<file path="src/pmcg_pkg.sv">
// Constants and types for the performance monitor counter group register bank.
// Assumes a 12-bit byte address within the monitor page and 32-bit data words.
package pmcg_pkg;

  // Extension presence and sizing, fixed for this build.
  localparam logic      EXT_PRESENT        = 1'b1;
  localparam logic      EXPORT_SUPPORTED   = 1'b1;
  localparam int        NUM_COUNTERS       = 8;
  localparam int        NUM_GROUPS         = 2;
  localparam int        COUNTERS_PER_GROUP = 4;
  localparam int        SID_BITS           = 10;
  localparam int        CNT_WIDTH          = 32;

  // Byte offsets inside the monitor page.
  localparam logic [11:0] OFF_GROUP_CFG     = 12'h800;
  localparam logic [11:0] OFF_STREAM_MATCH  = 12'ha00;
  localparam logic [11:0] OFF_CNT_EN_SET    = 12'hc00;
  localparam logic [11:0] OFF_CNT_EN_CLR    = 12'hc20;
  localparam logic [11:0] OFF_CONFIG        = 12'he00;
  localparam logic [11:0] OFF_CONTROL       = 12'he04;
  localparam logic [11:0] OFF_EVENT_ID_HIGH = 12'he24;

  // Field positions of the configuration register.
  localparam int CFG_GROUP_COUNT_LSB = 24;
  localparam int CFG_UNPRIV_BIT      = 19;
  localparam int CFG_EXPORT_CAP_BIT  = 16;
  localparam int CFG_PRESCALE_BIT    = 15;
  localparam int CFG_CYCLE_CTR_BIT   = 14;
  localparam int CFG_SIZE_LSB        = 8;
  localparam int CFG_NUM_CTR_LSB     = 0;
  localparam logic [5:0] CFG_SIZE_32BIT = 6'h1f;

  // Field positions of the group configuration register.
  localparam int GCR_COUNTERS_LSB = 24;
  localparam int GCR_STREAM_G_LSB = 16;
  localparam int GCR_EXPORT_BIT   = 12;
  localparam int GCR_COUNT_EN_BIT = 11;
  localparam int GCR_BANK_EN_BIT  = 10;
  localparam int GCR_FILTER_LSB   = 8;
  localparam int GCR_INDEX_LSB    = 0;

  // Field positions of the stream match register.
  localparam int SMR_MASK_LSB = 16;
  localparam int SMR_ID_LSB   = 0;

  // Field positions of the control register.
  localparam int CTL_IMP_LSB    = 24;
  localparam int CTL_EXPORT_BIT = 4;
  localparam int CTL_RESET_BIT  = 1;
  localparam int CTL_ENABLE_BIT = 0;

  // Implementer code, an arbitrary neutral value.
  localparam logic [7:0] CTL_IMP_CODE = 8'h00;

  // Reset values; the architectural reset value is unknown, zero is chosen.
  localparam logic [31:0] RESET_WORD = 32'h0000_0000;

  typedef enum logic [1:0] {
    PMCG_FILTER_GLOBAL,
    PMCG_FILTER_STREAM,
    PMCG_FILTER_BANK,
    PMCG_FILTER_RSVD
  } pmcg_filter_t;

endpackage

</file>
<file path="src/pmcg_count_if.sv">
// Interface carrying the per-counter count strobes and the reset-all pulse.
// Assumes both ends run on the same clock.
interface pmcg_count_if;
  logic [pmcg_pkg::NUM_COUNTERS-1:0] count_now;
  logic                              clear_all;
  modport ctl  (output count_now, output clear_all);
  modport bank (input count_now, input clear_all);
endinterface

</file>
<file path="src/pmcg_counter_bank.sv">
// Event counter storage for the counter group register bank.
// Assumes the control side gates count_now and issues clear_all as a pulse.
module pmcg_counter_bank (
  input  wire logic                                             clk,
  input  wire logic                                             reset_n,
  pmcg_count_if.bank                                            cnt,
  output logic [pmcg_pkg::NUM_COUNTERS*pmcg_pkg::CNT_WIDTH-1:0] counter_values
);
  import pmcg_pkg::*;

  logic [CNT_WIDTH-1:0] counter [NUM_COUNTERS];

  always_ff @(posedge clk) begin
    for (int i = 0; i < NUM_COUNTERS; i++) begin
      if (!reset_n) begin
        counter[i] <= RESET_WORD;
      end else if (cnt.clear_all) begin
        counter[i] <= RESET_WORD;
      end else if (cnt.count_now[i]) begin
        counter[i] <= counter[i] + 32'h0000_0001;
      end
    end
  end

  always_comb begin
    for (int i = 0; i < NUM_COUNTERS; i++) begin
      counter_values[i*CNT_WIDTH +: CNT_WIDTH] = counter[i];
    end
  end

endmodule

</file>
<file path="src/pmcg_regbank.sv">
// Register bank for the counter group configuration and count enable control.
// Assumes a single-cycle strobe register port and events synchronous to clk.
//
// The implementer's own choices: the placing of the registers and the address-and-strobe port.
module pmcg_regbank (
  input  wire logic                                             clk,
  input  wire logic                                             reset_n,
  input  wire logic [11:0]                                      reg_addr,
  input  wire logic [31:0]                                      reg_wdata,
  input  wire logic                                             reg_write,
  input  wire logic                                             reg_read,
  output logic [31:0]                                           reg_rdata,
  input  wire logic [pmcg_pkg::NUM_COUNTERS-1:0]                event_pulse,
  input  wire logic [14:0]                                      event_stream_id,
  input  wire logic [7:0]                                       event_bank,
  output logic [pmcg_pkg::NUM_COUNTERS*pmcg_pkg::CNT_WIDTH-1:0] counter_values,
  output logic                                                  export_enable,
  output logic [pmcg_pkg::NUM_GROUPS-1:0]                       group_visible,
  output logic [pmcg_pkg::NUM_GROUPS*8-1:0]                     group_bank_index
);
  import pmcg_pkg::*;

  localparam logic [NUM_COUNTERS-1:0] CNT_IMPL_MASK = '1;

  pmcg_count_if cnt_if ();

  // Stored control state.
  logic                    global_enable;
  logic [NUM_COUNTERS-1:0] cnt_enable;
  logic [NUM_GROUPS-1:0]   grp_export;
  logic [NUM_GROUPS-1:0]   grp_count_en;
  logic [NUM_GROUPS-1:0]   grp_bank_en;
  logic [1:0]              grp_filter [NUM_GROUPS];
  logic [7:0]              grp_index  [NUM_GROUPS];
  logic [SID_BITS-1:0]     sm_mask    [NUM_GROUPS];
  logic [SID_BITS-1:0]     sm_id      [NUM_GROUPS];

  function automatic logic stream_hit(input logic [14:0]         sid,
                                      input logic [SID_BITS-1:0] id,
                                      input logic [SID_BITS-1:0] mask);
    stream_hit = ((sid[SID_BITS-1:0] ^ id) & ~mask) == '0;
  endfunction

  function automatic logic filter_pass(input logic [1:0] mode,
                                       input logic       hit,
                                       input logic [7:0] bank,
                                       input logic [7:0] index);
    case (pmcg_filter_t'(mode))
      PMCG_FILTER_GLOBAL: filter_pass = 1'b1;
      PMCG_FILTER_STREAM: filter_pass = hit;
      PMCG_FILTER_BANK:   filter_pass = (bank == index);
      default:            filter_pass = 1'b0;
    endcase
  endfunction

  // Address decode.
  wire logic       aligned      = (reg_addr[1:0] == 2'b00);
  wire logic [6:0] word_index   = reg_addr[8:2];
  wire logic [2:0] enable_index = reg_addr[4:2];
  wire logic       grp_in_range = (word_index < 7'(NUM_GROUPS));
  wire logic       hit_grp_cfg  = aligned && (reg_addr[11:9] == OFF_GROUP_CFG[11:9]);
  wire logic       hit_sm       = aligned && (reg_addr[11:9] == OFF_STREAM_MATCH[11:9]);
  wire logic       hit_en_set   = aligned && (reg_addr[11:5] == OFF_CNT_EN_SET[11:5]);
  wire logic       hit_en_clr   = aligned && (reg_addr[11:5] == OFF_CNT_EN_CLR[11:5]);
  wire logic       hit_config   = (reg_addr == OFF_CONFIG);
  wire logic       hit_control  = (reg_addr == OFF_CONTROL);
  wire logic       hit_id_high  = (reg_addr == OFF_EVENT_ID_HIGH);
  wire logic       enable_word0 = (enable_index == 3'h0);

  wire logic wr_ok      = reg_write && EXT_PRESENT;
  wire logic wr_grp_cfg = wr_ok && hit_grp_cfg && grp_in_range;
  wire logic wr_sm      = wr_ok && hit_sm && grp_in_range;
  wire logic wr_control = wr_ok && hit_control;

  wire logic [NUM_COUNTERS-1:0] set_bits =
    (wr_ok && hit_en_set && enable_word0) ? reg_wdata[NUM_COUNTERS-1:0] : '0;
  wire logic [NUM_COUNTERS-1:0] clr_bits =
    (wr_ok && hit_en_clr && enable_word0) ? reg_wdata[NUM_COUNTERS-1:0] : '0;
  wire logic [NUM_COUNTERS-1:0] next_cnt_enable =
    ((cnt_enable | set_bits) & ~clr_bits) & CNT_IMPL_MASK;

  // export bit writable only when supported.
  wire logic next_export =
    wr_control ? (reg_wdata[CTL_EXPORT_BIT] & EXPORT_SUPPORTED) : export_enable;

  always_ff @(posedge clk) begin
    if (!reset_n) begin
      global_enable <= 1'b0;
      export_enable <= 1'b0;
      cnt_enable    <= '0;
    end else begin
      if (wr_control) begin
        global_enable <= reg_wdata[CTL_ENABLE_BIT];
      end
      export_enable <= next_export;
      cnt_enable    <= next_cnt_enable;
    end
  end

  always_ff @(posedge clk) begin
    for (int g = 0; g < NUM_GROUPS; g++) begin
      if (!reset_n) begin
        grp_export[g]   <= 1'b0;
        grp_count_en[g] <= 1'b0;
        grp_bank_en[g]  <= 1'b0;
        grp_filter[g]   <= 2'h0;
        grp_index[g]    <= 8'h00;
        sm_mask[g]      <= '0;
        sm_id[g]        <= '0;
      end else begin
        if (wr_grp_cfg && (word_index == 7'(g))) begin
          grp_export[g]   <= reg_wdata[GCR_EXPORT_BIT];
          grp_count_en[g] <= reg_wdata[GCR_COUNT_EN_BIT];
          grp_bank_en[g]  <= reg_wdata[GCR_BANK_EN_BIT];
          grp_filter[g]   <= reg_wdata[GCR_FILTER_LSB +: 2];
          grp_index[g]    <= reg_wdata[GCR_INDEX_LSB +: 8];
        end
        if (wr_sm && (word_index == 7'(g))) begin
          sm_mask[g] <= reg_wdata[SMR_MASK_LSB +: SID_BITS];
          sm_id[g]   <= reg_wdata[SMR_ID_LSB +: SID_BITS];
        end
      end
    end
  end

  always_ff @(posedge clk) begin
    if (!reset_n) begin
      group_visible    <= '0;
      group_bank_index <= '0;
    end else begin
      for (int g = 0; g < NUM_GROUPS; g++) begin
        group_visible[g]        <= grp_bank_en[g];
        group_bank_index[g*8 +: 8] <= grp_index[g];
      end
    end
  end

  // Filter result per group.
  logic [NUM_GROUPS-1:0] group_pass;
  always_comb begin
    for (int g = 0; g < NUM_GROUPS; g++) begin
      group_pass[g] = filter_pass(grp_filter[g],
                                  stream_hit(event_stream_id, sm_id[g], sm_mask[g]),
                                  event_bank, grp_index[g]);
    end
  end

  // counting needs the global, counter and group count enables and the group filter.
  always_comb begin
    for (int i = 0; i < NUM_COUNTERS; i++) begin
      cnt_if.count_now[i] = event_pulse[i] && global_enable && cnt_enable[i]
                            && grp_count_en[i / COUNTERS_PER_GROUP]
                            && group_pass[i / COUNTERS_PER_GROUP];
    end
  end

  assign cnt_if.clear_all = wr_control && reg_wdata[CTL_RESET_BIT];

  pmcg_counter_bank u_counters (
    .clk            (clk),
    .reset_n        (reset_n),
    .cnt            (cnt_if),
    .counter_values (counter_values)
  );

  // Read word assembly.
  wire logic [31:0] config_word =
    (32'(NUM_GROUPS - 1) << CFG_GROUP_COUNT_LSB)
    | (32'h0 << CFG_UNPRIV_BIT)
    | (32'h0 << CFG_PRESCALE_BIT)
    | (32'h0 << CFG_CYCLE_CTR_BIT)
    | (32'(EXPORT_SUPPORTED) << CFG_EXPORT_CAP_BIT)
    | (32'(CFG_SIZE_32BIT) << CFG_SIZE_LSB)
    | (32'(NUM_COUNTERS - 1) << CFG_NUM_CTR_LSB);

  // The reset bit is write-only, so it never reads back.
  wire logic [31:0] control_word =
    (32'(CTL_IMP_CODE) << CTL_IMP_LSB)
    | (32'(export_enable) << CTL_EXPORT_BIT)
    | (32'(global_enable) << CTL_ENABLE_BIT);

  wire logic [6:0] grp_sel = grp_in_range ? word_index : 7'h00;

  wire logic [31:0] group_word =
    (32'(COUNTERS_PER_GROUP) << GCR_COUNTERS_LSB)
    | (32'(grp_sel) << GCR_STREAM_G_LSB)
    | (32'(grp_export[grp_sel[0]]) << GCR_EXPORT_BIT)
    | (32'(grp_count_en[grp_sel[0]]) << GCR_COUNT_EN_BIT)
    | (32'(grp_bank_en[grp_sel[0]]) << GCR_BANK_EN_BIT)
    | (32'(grp_filter[grp_sel[0]]) << GCR_FILTER_LSB)
    | (32'(grp_index[grp_sel[0]]) << GCR_INDEX_LSB);

  wire logic [31:0] match_word =
    (32'(sm_mask[grp_sel[0]]) << SMR_MASK_LSB)
    | (32'(sm_id[grp_sel[0]]) << SMR_ID_LSB);

  wire logic [31:0] enable_word = enable_word0 ? 32'(cnt_enable) : 32'h0000_0000;

  logic [31:0] next_rdata;
  always_comb begin
    next_rdata = 32'h0000_0000;
    if (hit_config) begin
      next_rdata = config_word;
    end else if (hit_control) begin
      next_rdata = control_word;
    end else if (hit_grp_cfg && grp_in_range) begin
      next_rdata = group_word;
    end else if (hit_sm && grp_in_range) begin
      next_rdata = match_word;
    end else if (hit_en_set || hit_en_clr) begin
      next_rdata = enable_word;
    end else if (hit_id_high) begin
      next_rdata = 32'h0000_0000;
    end
  end

  // Read data is held only for the cycle after the strobe, as the master expects.
  always_ff @(posedge clk) begin
    if (!reset_n) begin
      reg_rdata <= 32'h0000_0000;
    end else if (reg_read && EXT_PRESENT) begin
      reg_rdata <= next_rdata;
    end else begin
      reg_rdata <= 32'h0000_0000;
    end
  end

endmodule

</file>
<file path="config.mk">
export PLATFORM = sky130hd
export DESIGN_NAME = pmcg_regbank
export DESIGN_NICKNAME = d
export VERILOG_FILES = /design/src/pmcg_pkg.sv /design/src/pmcg_count_if.sv /design/src/pmcg_counter_bank.sv /design/src/pmcg_regbank.sv
export SDC_FILE = /design/constraint.sdc
export NUM_CORES = 1
export LEC_CHECK = 0
export BUFFER_PORTS_ARGS = -buffer_cell sky130_fd_sc_hd__buf_2
export CORE_ASPECT_RATIO = 0.5
export CORE_MARGIN = 3
export CORE_UTILIZATION = 25
export CTS_BUF_LIST = sky130_fd_sc_hd__clkbuf_2 sky130_fd_sc_hd__clkbuf_4 sky130_fd_sc_hd__clkbuf_8
export DETAILED_ROUTE_END_ITERATION = 10
export PLACE_DENSITY = 0.47
export REMOVE_ABC_BUFFERS = 1
export SETUP_SLACK_MARGIN = 0.4
export SLEW_MARGIN = 20
export SYNTH_ARGS = -nofsm -noshare
export SYNTH_HDL_FRONTEND = slang
export SYNTH_HIERARCHICAL = 1
export SYNTH_SLANG_ARGS = --single-unit
</file>
<file path="constraint.sdc">
create_clock -name clk -period 7.65 [get_ports clk]
set_clock_uncertainty 0.2 [all_clocks]
set_input_delay 1.1475 -clock clk [delete_from_list [all_inputs] [get_ports clk]]
set_output_delay 1.1475 -clock clk [all_outputs]
set_load 0.01 [all_outputs]
</file>
# --- After elaboration in Yosys (flattened, before gate mapping) ---
# Memories as Yosys holds them, arrays and structs flattened.
# Index checks and enable logic that the tools add are counted.
word_totals:
  reg_bits: 61
  ram_bits: 316
  in_bits: 79
  output_inout_bits: 307
  elab_cells: 234
  mem_count: 5
mem_list:
  columns: ["memory", "words", "word_bits", "rd", "rd_clocked_by_memory_dff", "wr", "line_no", "text"]
  rows:
  - ["u_counters.counter", 8, 32, 8, 0, 8, "pmcg_counter_bank.sv:11", "logic [CNT_WIDTH-1:0] counter [NUM_COUNTERS];"]
  - ["sm_id", 2, 10, 3, 0, 2, "pmcg_regbank.sv:36", "logic [SID_BITS-1:0] sm_id [NUM_GROUPS];"]
  - ["sm_mask", 2, 10, 3, 0, 2, "pmcg_regbank.sv:35", "logic [SID_BITS-1:0] sm_mask [NUM_GROUPS];"]
  - ["grp_index", 2, 8, 3, 0, 2, "pmcg_regbank.sv:34", "logic [7:0] grp_index [NUM_GROUPS];"]
  - ["grp_filter", 2, 2, 3, 0, 2, "pmcg_regbank.sv:33", "logic [1:0] grp_filter [NUM_GROUPS];"]
classes:
  n_addsub: 8
  n_lt_le_gt_ge: 2
  n_eq_ne: 13
  mux: 89
  bitwise: 42
  reduce_logical: 62
ops:
  columns: ["op", "count"]
  rows:
  - ["$mux 32", 16]
  - ["$add 32x1->32 const B", 8]
  - ["$mux 1", 54]
  - ["$mux 27", 2]
  - ["$logic_and 1x1->1", 52]
  - ["$mux 8", 6]
  - ["$mux 10", 4]
  - ["$or 27x10->27", 1]
  - ["$or 27x11->27", 1]
  - ["$or 27x12->27", 1]
  - ["$or 27x13->27", 1]
  - ["$or 27x8->27", 1]
  - ["$mux 26", 1]
  - ["$or 26x10->26", 1]
  - ["$mux 25", 1]
  - ["$eq 12x12->1 const B", 2]
  - ["$or 1x1->1", 24]
  - ["$and 10x10->10", 2]
  - ["$logic_not 10->1", 2]
  - ["$not 10->10", 2]
  - ["$xor 10x10->10", 2]
  - ["$eq 8x8->1", 2]
  - ["$eq 7x7->1 const B", 2]
  - ["$and 8x8->8", 1]
  - ["19 further kinds", 27]

# --- Longest topological paths before layout ---
logic_depth:
  word_depth: 12
  ltp_mapped: 10
  ltp_nobuf: 9

# --- Hierarchy ---
# The synthesis kept the hierarchy.
by_module_without_submodules:
  columns: ["mod", "n_inst", "cells_each", "area_per_inst_um2", "seq_area_each_um2"]
  rows:
  - ["pmcg_counter_bank", 1, 1397, 14428.8, 7687.4]
  - ["pmcg_regbank", 1, 471, 5360.1, 2962.8]

# --- Worst setup path before layout ---
# OpenSTA, ideal clock, no wires.
synth_path:
  path_kind: "input to register"
  startpoint: "in reg_addr[2]"
  endpoint: "mem sm_id[1][0] (enable)"
  setup_ns: 0.425
  t_arrival_ns: 3.541
  required_time_ns: 7.025
  slack_ns: 3.485
  cell_stages: 5
  n_path_buf: 3
  cell_sequence: "clkbuf_1 -> buf_2 -> clkbuf_1 -> nand4_1 -> o21ai_0"
synth_rtl:
  columns: ["item", "line_no", "text"]
  rows:
  - ["start, declared", "pmcg_regbank.sv:8", "input wire logic [11:0] reg_addr,"]
  - ["end, declared", "pmcg_regbank.sv:36", null]

==> run summary <==
The run finished with clean final reports. In the layout the commonest cells are 363 x sky130_fd_sc_hd__buf_2, 316 x sky130_fd_sc_hd__edfxtp_1, 158 x sky130_fd_sc_hd__a21oi_1, 128 x sky130_fd_sc_hd__nor2_1, 106 x sky130_fd_sc_hd__nand2_1. The run gives 0.513 as the sequential share of power. The startpoint type of the worst setup path was an input port. The I/O pin total is 386.

The total setup buffers inserted after CTS is 0. After synthesis the netlist holds a flip-flop and latch count of 374. The combined global-route utilization of all metal layers is 0.152, and the max-slew violation total from the final report is 0. After routing, the total negative slack on setup checks comes to 0 ns. From synthesis to final layout, the design area changed by 21.4%. The congestion estimate from routability-driven global placement came to 0.815. TritonCTS built the clock tree. The run gives 994 as the number of DRC markers in iteration 0.

The share of final-layout standard cells stronger than drive strength 1 was 0.230; the number of different library cells in the post-synthesis netlist was 64. The biggest cell delay along the critical path came out at 0.70 ns. Dividing total power by cell area gives a power density of 191 nW/um^2.

The overall power after layout was 4600 uW; the filler cell count was 8152. The detail-routed via count per cell is 4.97, and the overall routed net length is 65900 um. Yosys printed 6 warnings. Clock tree synthesis selected as its root buffer the cell sky130_fd_sc_hd__clkbuf_8. The most instantiated flip-flop cell in the synthesis netlist was sky130_fd_sc_hd__edfxtp_1. The die area is 82800 um^2, and the count of TritonRoute iterations in the first routing pass is 5. The number of synthesized flops with an enable pin came out at 316.

The actual transition at the worst max-transition pin came out at 0.996 ns. The logs give 0.427 for the share of total power in the clock network and 0 for the hold buffer count at CTS. Entering global routing, the biggest net connects 49 pins.

Met2 track utilization from global routing: 0.264. The logs give 0 for the number of nets with antenna violations after detailed routing and 72 for the row count. The cell with the largest stage delay on the worst path is sky130_fd_sc_hd__nand2b_2. STA classifies the critical path endpoint as a flop. Setup repair after global routing left no endpoint under its margin. The proportion of total power due to net switching is 0.257. Walking the worst path, the cells encountered are buf_2 -> and2_1 -> nand3_1 -> nor2_1 -> nor2b_2 -> buf_4 -> nand2b_2.

The logs give 4.12 ns for the flop-to-flop setup slack and 0.254 for the initial standard-cell utilization of the core. The post-layout minimum cycle time is 3.77 ns, and the clock-pin transition on the worst setup and hold timing paths is 0.06 ns. The tightest hold path in the finished design has a slack of 0.261 ns. The worst hold path belongs to the class reg2reg. Synthesis produced 1868 cells.

Each instance of the synthesized netlist takes up on average 10.6 um^2. For the detailed-placement wirelength estimate, the log shows 46600 um. The number of hold violations in the final report is 0. The maximum clock rate is 265 MHz, and the placeable core region is 77800 um^2. The logs give 0 for the global-route congestion overflow total and 0.538 for the sequential cell area fraction in the yosys report. The total number of clock tree sinks came out at 374.

For the via count of the first global-routing pass, the log shows 15500. The library cell used most frequently in the layout, excluding fill and tap cells, is sky130_fd_sc_hd__buf_2. The mapped netlist covers 19800 um^2.

For this block, the via count after detailed routing is 16500. The run gives 0.184 as the global-route met1 utilization. The number of antenna violations at the first check in global routing came out at 18.

The final period utilization came out at 0.493. The critical path is of the in2reg type. Across the run, the number of max-cap violations was 0. For this run, the post-layout net count is 2310. The tools report the maximum VDD drop as 79.2 uV. Summed over all nets, the switching power comes to 1180 uW. The total clock buffers created by CTS was 68; the global-route wire length before repair was 98100 um.

The level count of the clock H-tree is 3. The post-cts sizing count was 0; the worst setup timing slack at the placement stage was 2.88 ns. The global routing stage identified its most utilized layer as met2.

In the final routed layout, each cell accounts on average for 19.8 um. After detailed routing, the number of remaining DRC violations is 0. Once routing completed, OpenROAD measured the worst setup slack at 3.88 ns. Met3 routing resource usage after global routing: 0.0260.

In this run the static leakage power is 0.00847 uW. The top fanout value on the critical path was 35; the total internal power was 3420 uW. The tools report the normalized max-slew margin as 0.336. The async set-or-reset flop fraction in the synthesized netlist works out to 0. For the part of the power in combinational logic, the log shows 0.059.

The run gives 3 as the buffer depth of the longest clock path. The later pin in the worst-skew pair is clocked with a latency of 0.66 ns. Data arrives at the worst endpoint at 3.81 ns. Floorplan die width: 404 um.

The count of input and output buffers is 363, and the endpoint required time on the critical path is 7.70 ns. Setup violations remaining at the end of the flow were counted as 0. Measured along the y axis, the die boundary spans 205 um.
## metrics by stage
stage                     instances   util  area [um^2]
after floorplan                1776      -        19400
after global placement         3189  0.291        22600
after detailed placement       3189  0.291        22600
after CTS                      3312  0.308        24000
after global routing           3323  0.309        24000
final                          3324  0.309        24000
## cell usage after synthesis, types with 3 or more instances
| library cell | count | area share |
|---|---|---|
| sky130_fd_sc_hd__buf_2 | 6 | 0.0015 |
| sky130_fd_sc_hd__xnor2_1 | 74 | 0.033 |
| sky130_fd_sc_hd__o31ai_1 | 91 | 0.035 |
| sky130_fd_sc_hd__or3_1 | 53 | 0.017 |
| sky130_fd_sc_hd__nand2_1 | 111 | 0.021 |
| sky130_fd_sc_hd__o21ai_0 | 57 | 0.014 |
| sky130_fd_sc_hd__inv_1 | 37 | 0.0070 |
| sky130_fd_sc_hd__buf_1 | 5 | 0.00095 |
| sky130_fd_sc_hd__and3_1 | 32 | 0.010 |
| sky130_fd_sc_hd__mux2i_1 | 40 | 0.020 |
| sky130_fd_sc_hd__nand3_1 | 97 | 0.025 |
| sky130_fd_sc_hd__nand2b_1 | 13 | 0.0041 |
| sky130_fd_sc_hd__nor2b_1 | 6 | 0.0019 |
| sky130_fd_sc_hd__a21oi_1 | 158 | 0.040 |
| sky130_fd_sc_hd__a41o_1 | 3 | 0.0015 |
| sky130_fd_sc_hd__nand3b_1 | 3 | 0.0011 |
| sky130_fd_sc_hd__and2_1 | 99 | 0.031 |
| sky130_fd_sc_hd__or2_2 | 6 | 0.0019 |
| sky130_fd_sc_hd__xor2_1 | 52 | 0.023 |
| sky130_fd_sc_hd__and4_1 | 34 | 0.015 |
| sky130_fd_sc_hd__mux4_2 | 3 | 0.0034 |
| sky130_fd_sc_hd__clkbuf_1 | 74 | 0.014 |
| sky130_fd_sc_hd__edfxtp_1 | 316 | 0.48 |
| sky130_fd_sc_hd__nor3_1 | 16 | 0.0040 |
| sky130_fd_sc_hd__dfxtp_1 | 58 | 0.059 |
| sky130_fd_sc_hd__or4_1 | 100 | 0.038 |
| sky130_fd_sc_hd__nor2_1 | 128 | 0.024 |
| sky130_fd_sc_hd__o41ai_1 | 3 | 0.0013 |
| sky130_fd_sc_hd__ha_1 | 8 | 0.0051 |
| sky130_fd_sc_hd__a211oi_1 | 8 | 0.0030 |
| sky130_fd_sc_hd__nor4_1 | 21 | 0.0066 |
| sky130_fd_sc_hd__nand4_1 | 95 | 0.030 |
| sky130_fd_sc_hd__o21ai_1 | 3 | 0.00076 |
| sky130_fd_sc_hd__o22ai_1 | 9 | 0.0028 |
| sky130_fd_sc_hd__buf_4 | 11 | 0.0042 |
## registers in the layout, indices dropped and copies added (netlist names)
signal,count
u_counters/counter,256
reg_rdata,24
sm_id,20
sm_mask,20
group_bank_index,16
grp_index,16
cnt_enable,8
grp_filter,4
group_visible,2
grp_bank_en,2
grp_count_en,2
grp_export,2
export_enable,1
global_enable,1
## power by group through the flow
stage          sequential (uW)  combinational (uW)  clock (uW)
6_report                  2360                 273        1970
5_1_grt                   2370                 296        2130
4_1_cts                   2360                 278        2050
3_5_place_dp              2400                 276           0
3_3_place_gp              2400                 276           0
2_1_floorplan             2400                 107           0
## critical path, delay by kind of cell
family                 cells  cell delay [ns]
and+or+nand+nor            5             1.63
buffers and inverters      2             0.95
## area by class of cell
type,instances,area (um^2),area share
well taps,1036,1300,0.0540
clock inverters,21,128,0.00531
clock buffers,102,1230,0.0514
diodes,12,30.0,0.00125
flip-flops and latches,374,10700,0.443
inverters,37,139,0.00578
repair buffers,377,1920,0.0800
multi-input cells,1365,8620,0.359
## path summary, 6_finish.rpt
| kind | from | to | cells past startpoint |
|---|---|---|---|
| max | reg_addr[2] | u_counters/counter[0][76] | 7 |
| min | grp_export[0] | grp_export[0] | 2 |
| max reg2reg | sm_id[1][9] | u_counters/counter[1][63] | 8 |
| min reg2reg | grp_export[0] | grp_export[0] | 2 |
## cells by family after synthesis
logic type / synth area share
XOR/XNOR: 0.0558
multiplexers: 0.0236
AND/OR/NAND/NOR: 0.245
flip-flops: 0.538
AO/OA/AOI/OAI: 0.103
adder cells (fa/ha/maj): 0.00506
buffers and inverters: 0.0288
other: 0.000189
## per-layer routing
metal	share of wire	wire length, um	vias up
li1	-	-	7907
met1	0.42	27700	8163
met2	0.51	33400	312
met3	0.031	2060	132
met4	0.041	2690	10
met5	0.0010	68	-
Power figures use the tool's default switching activity.
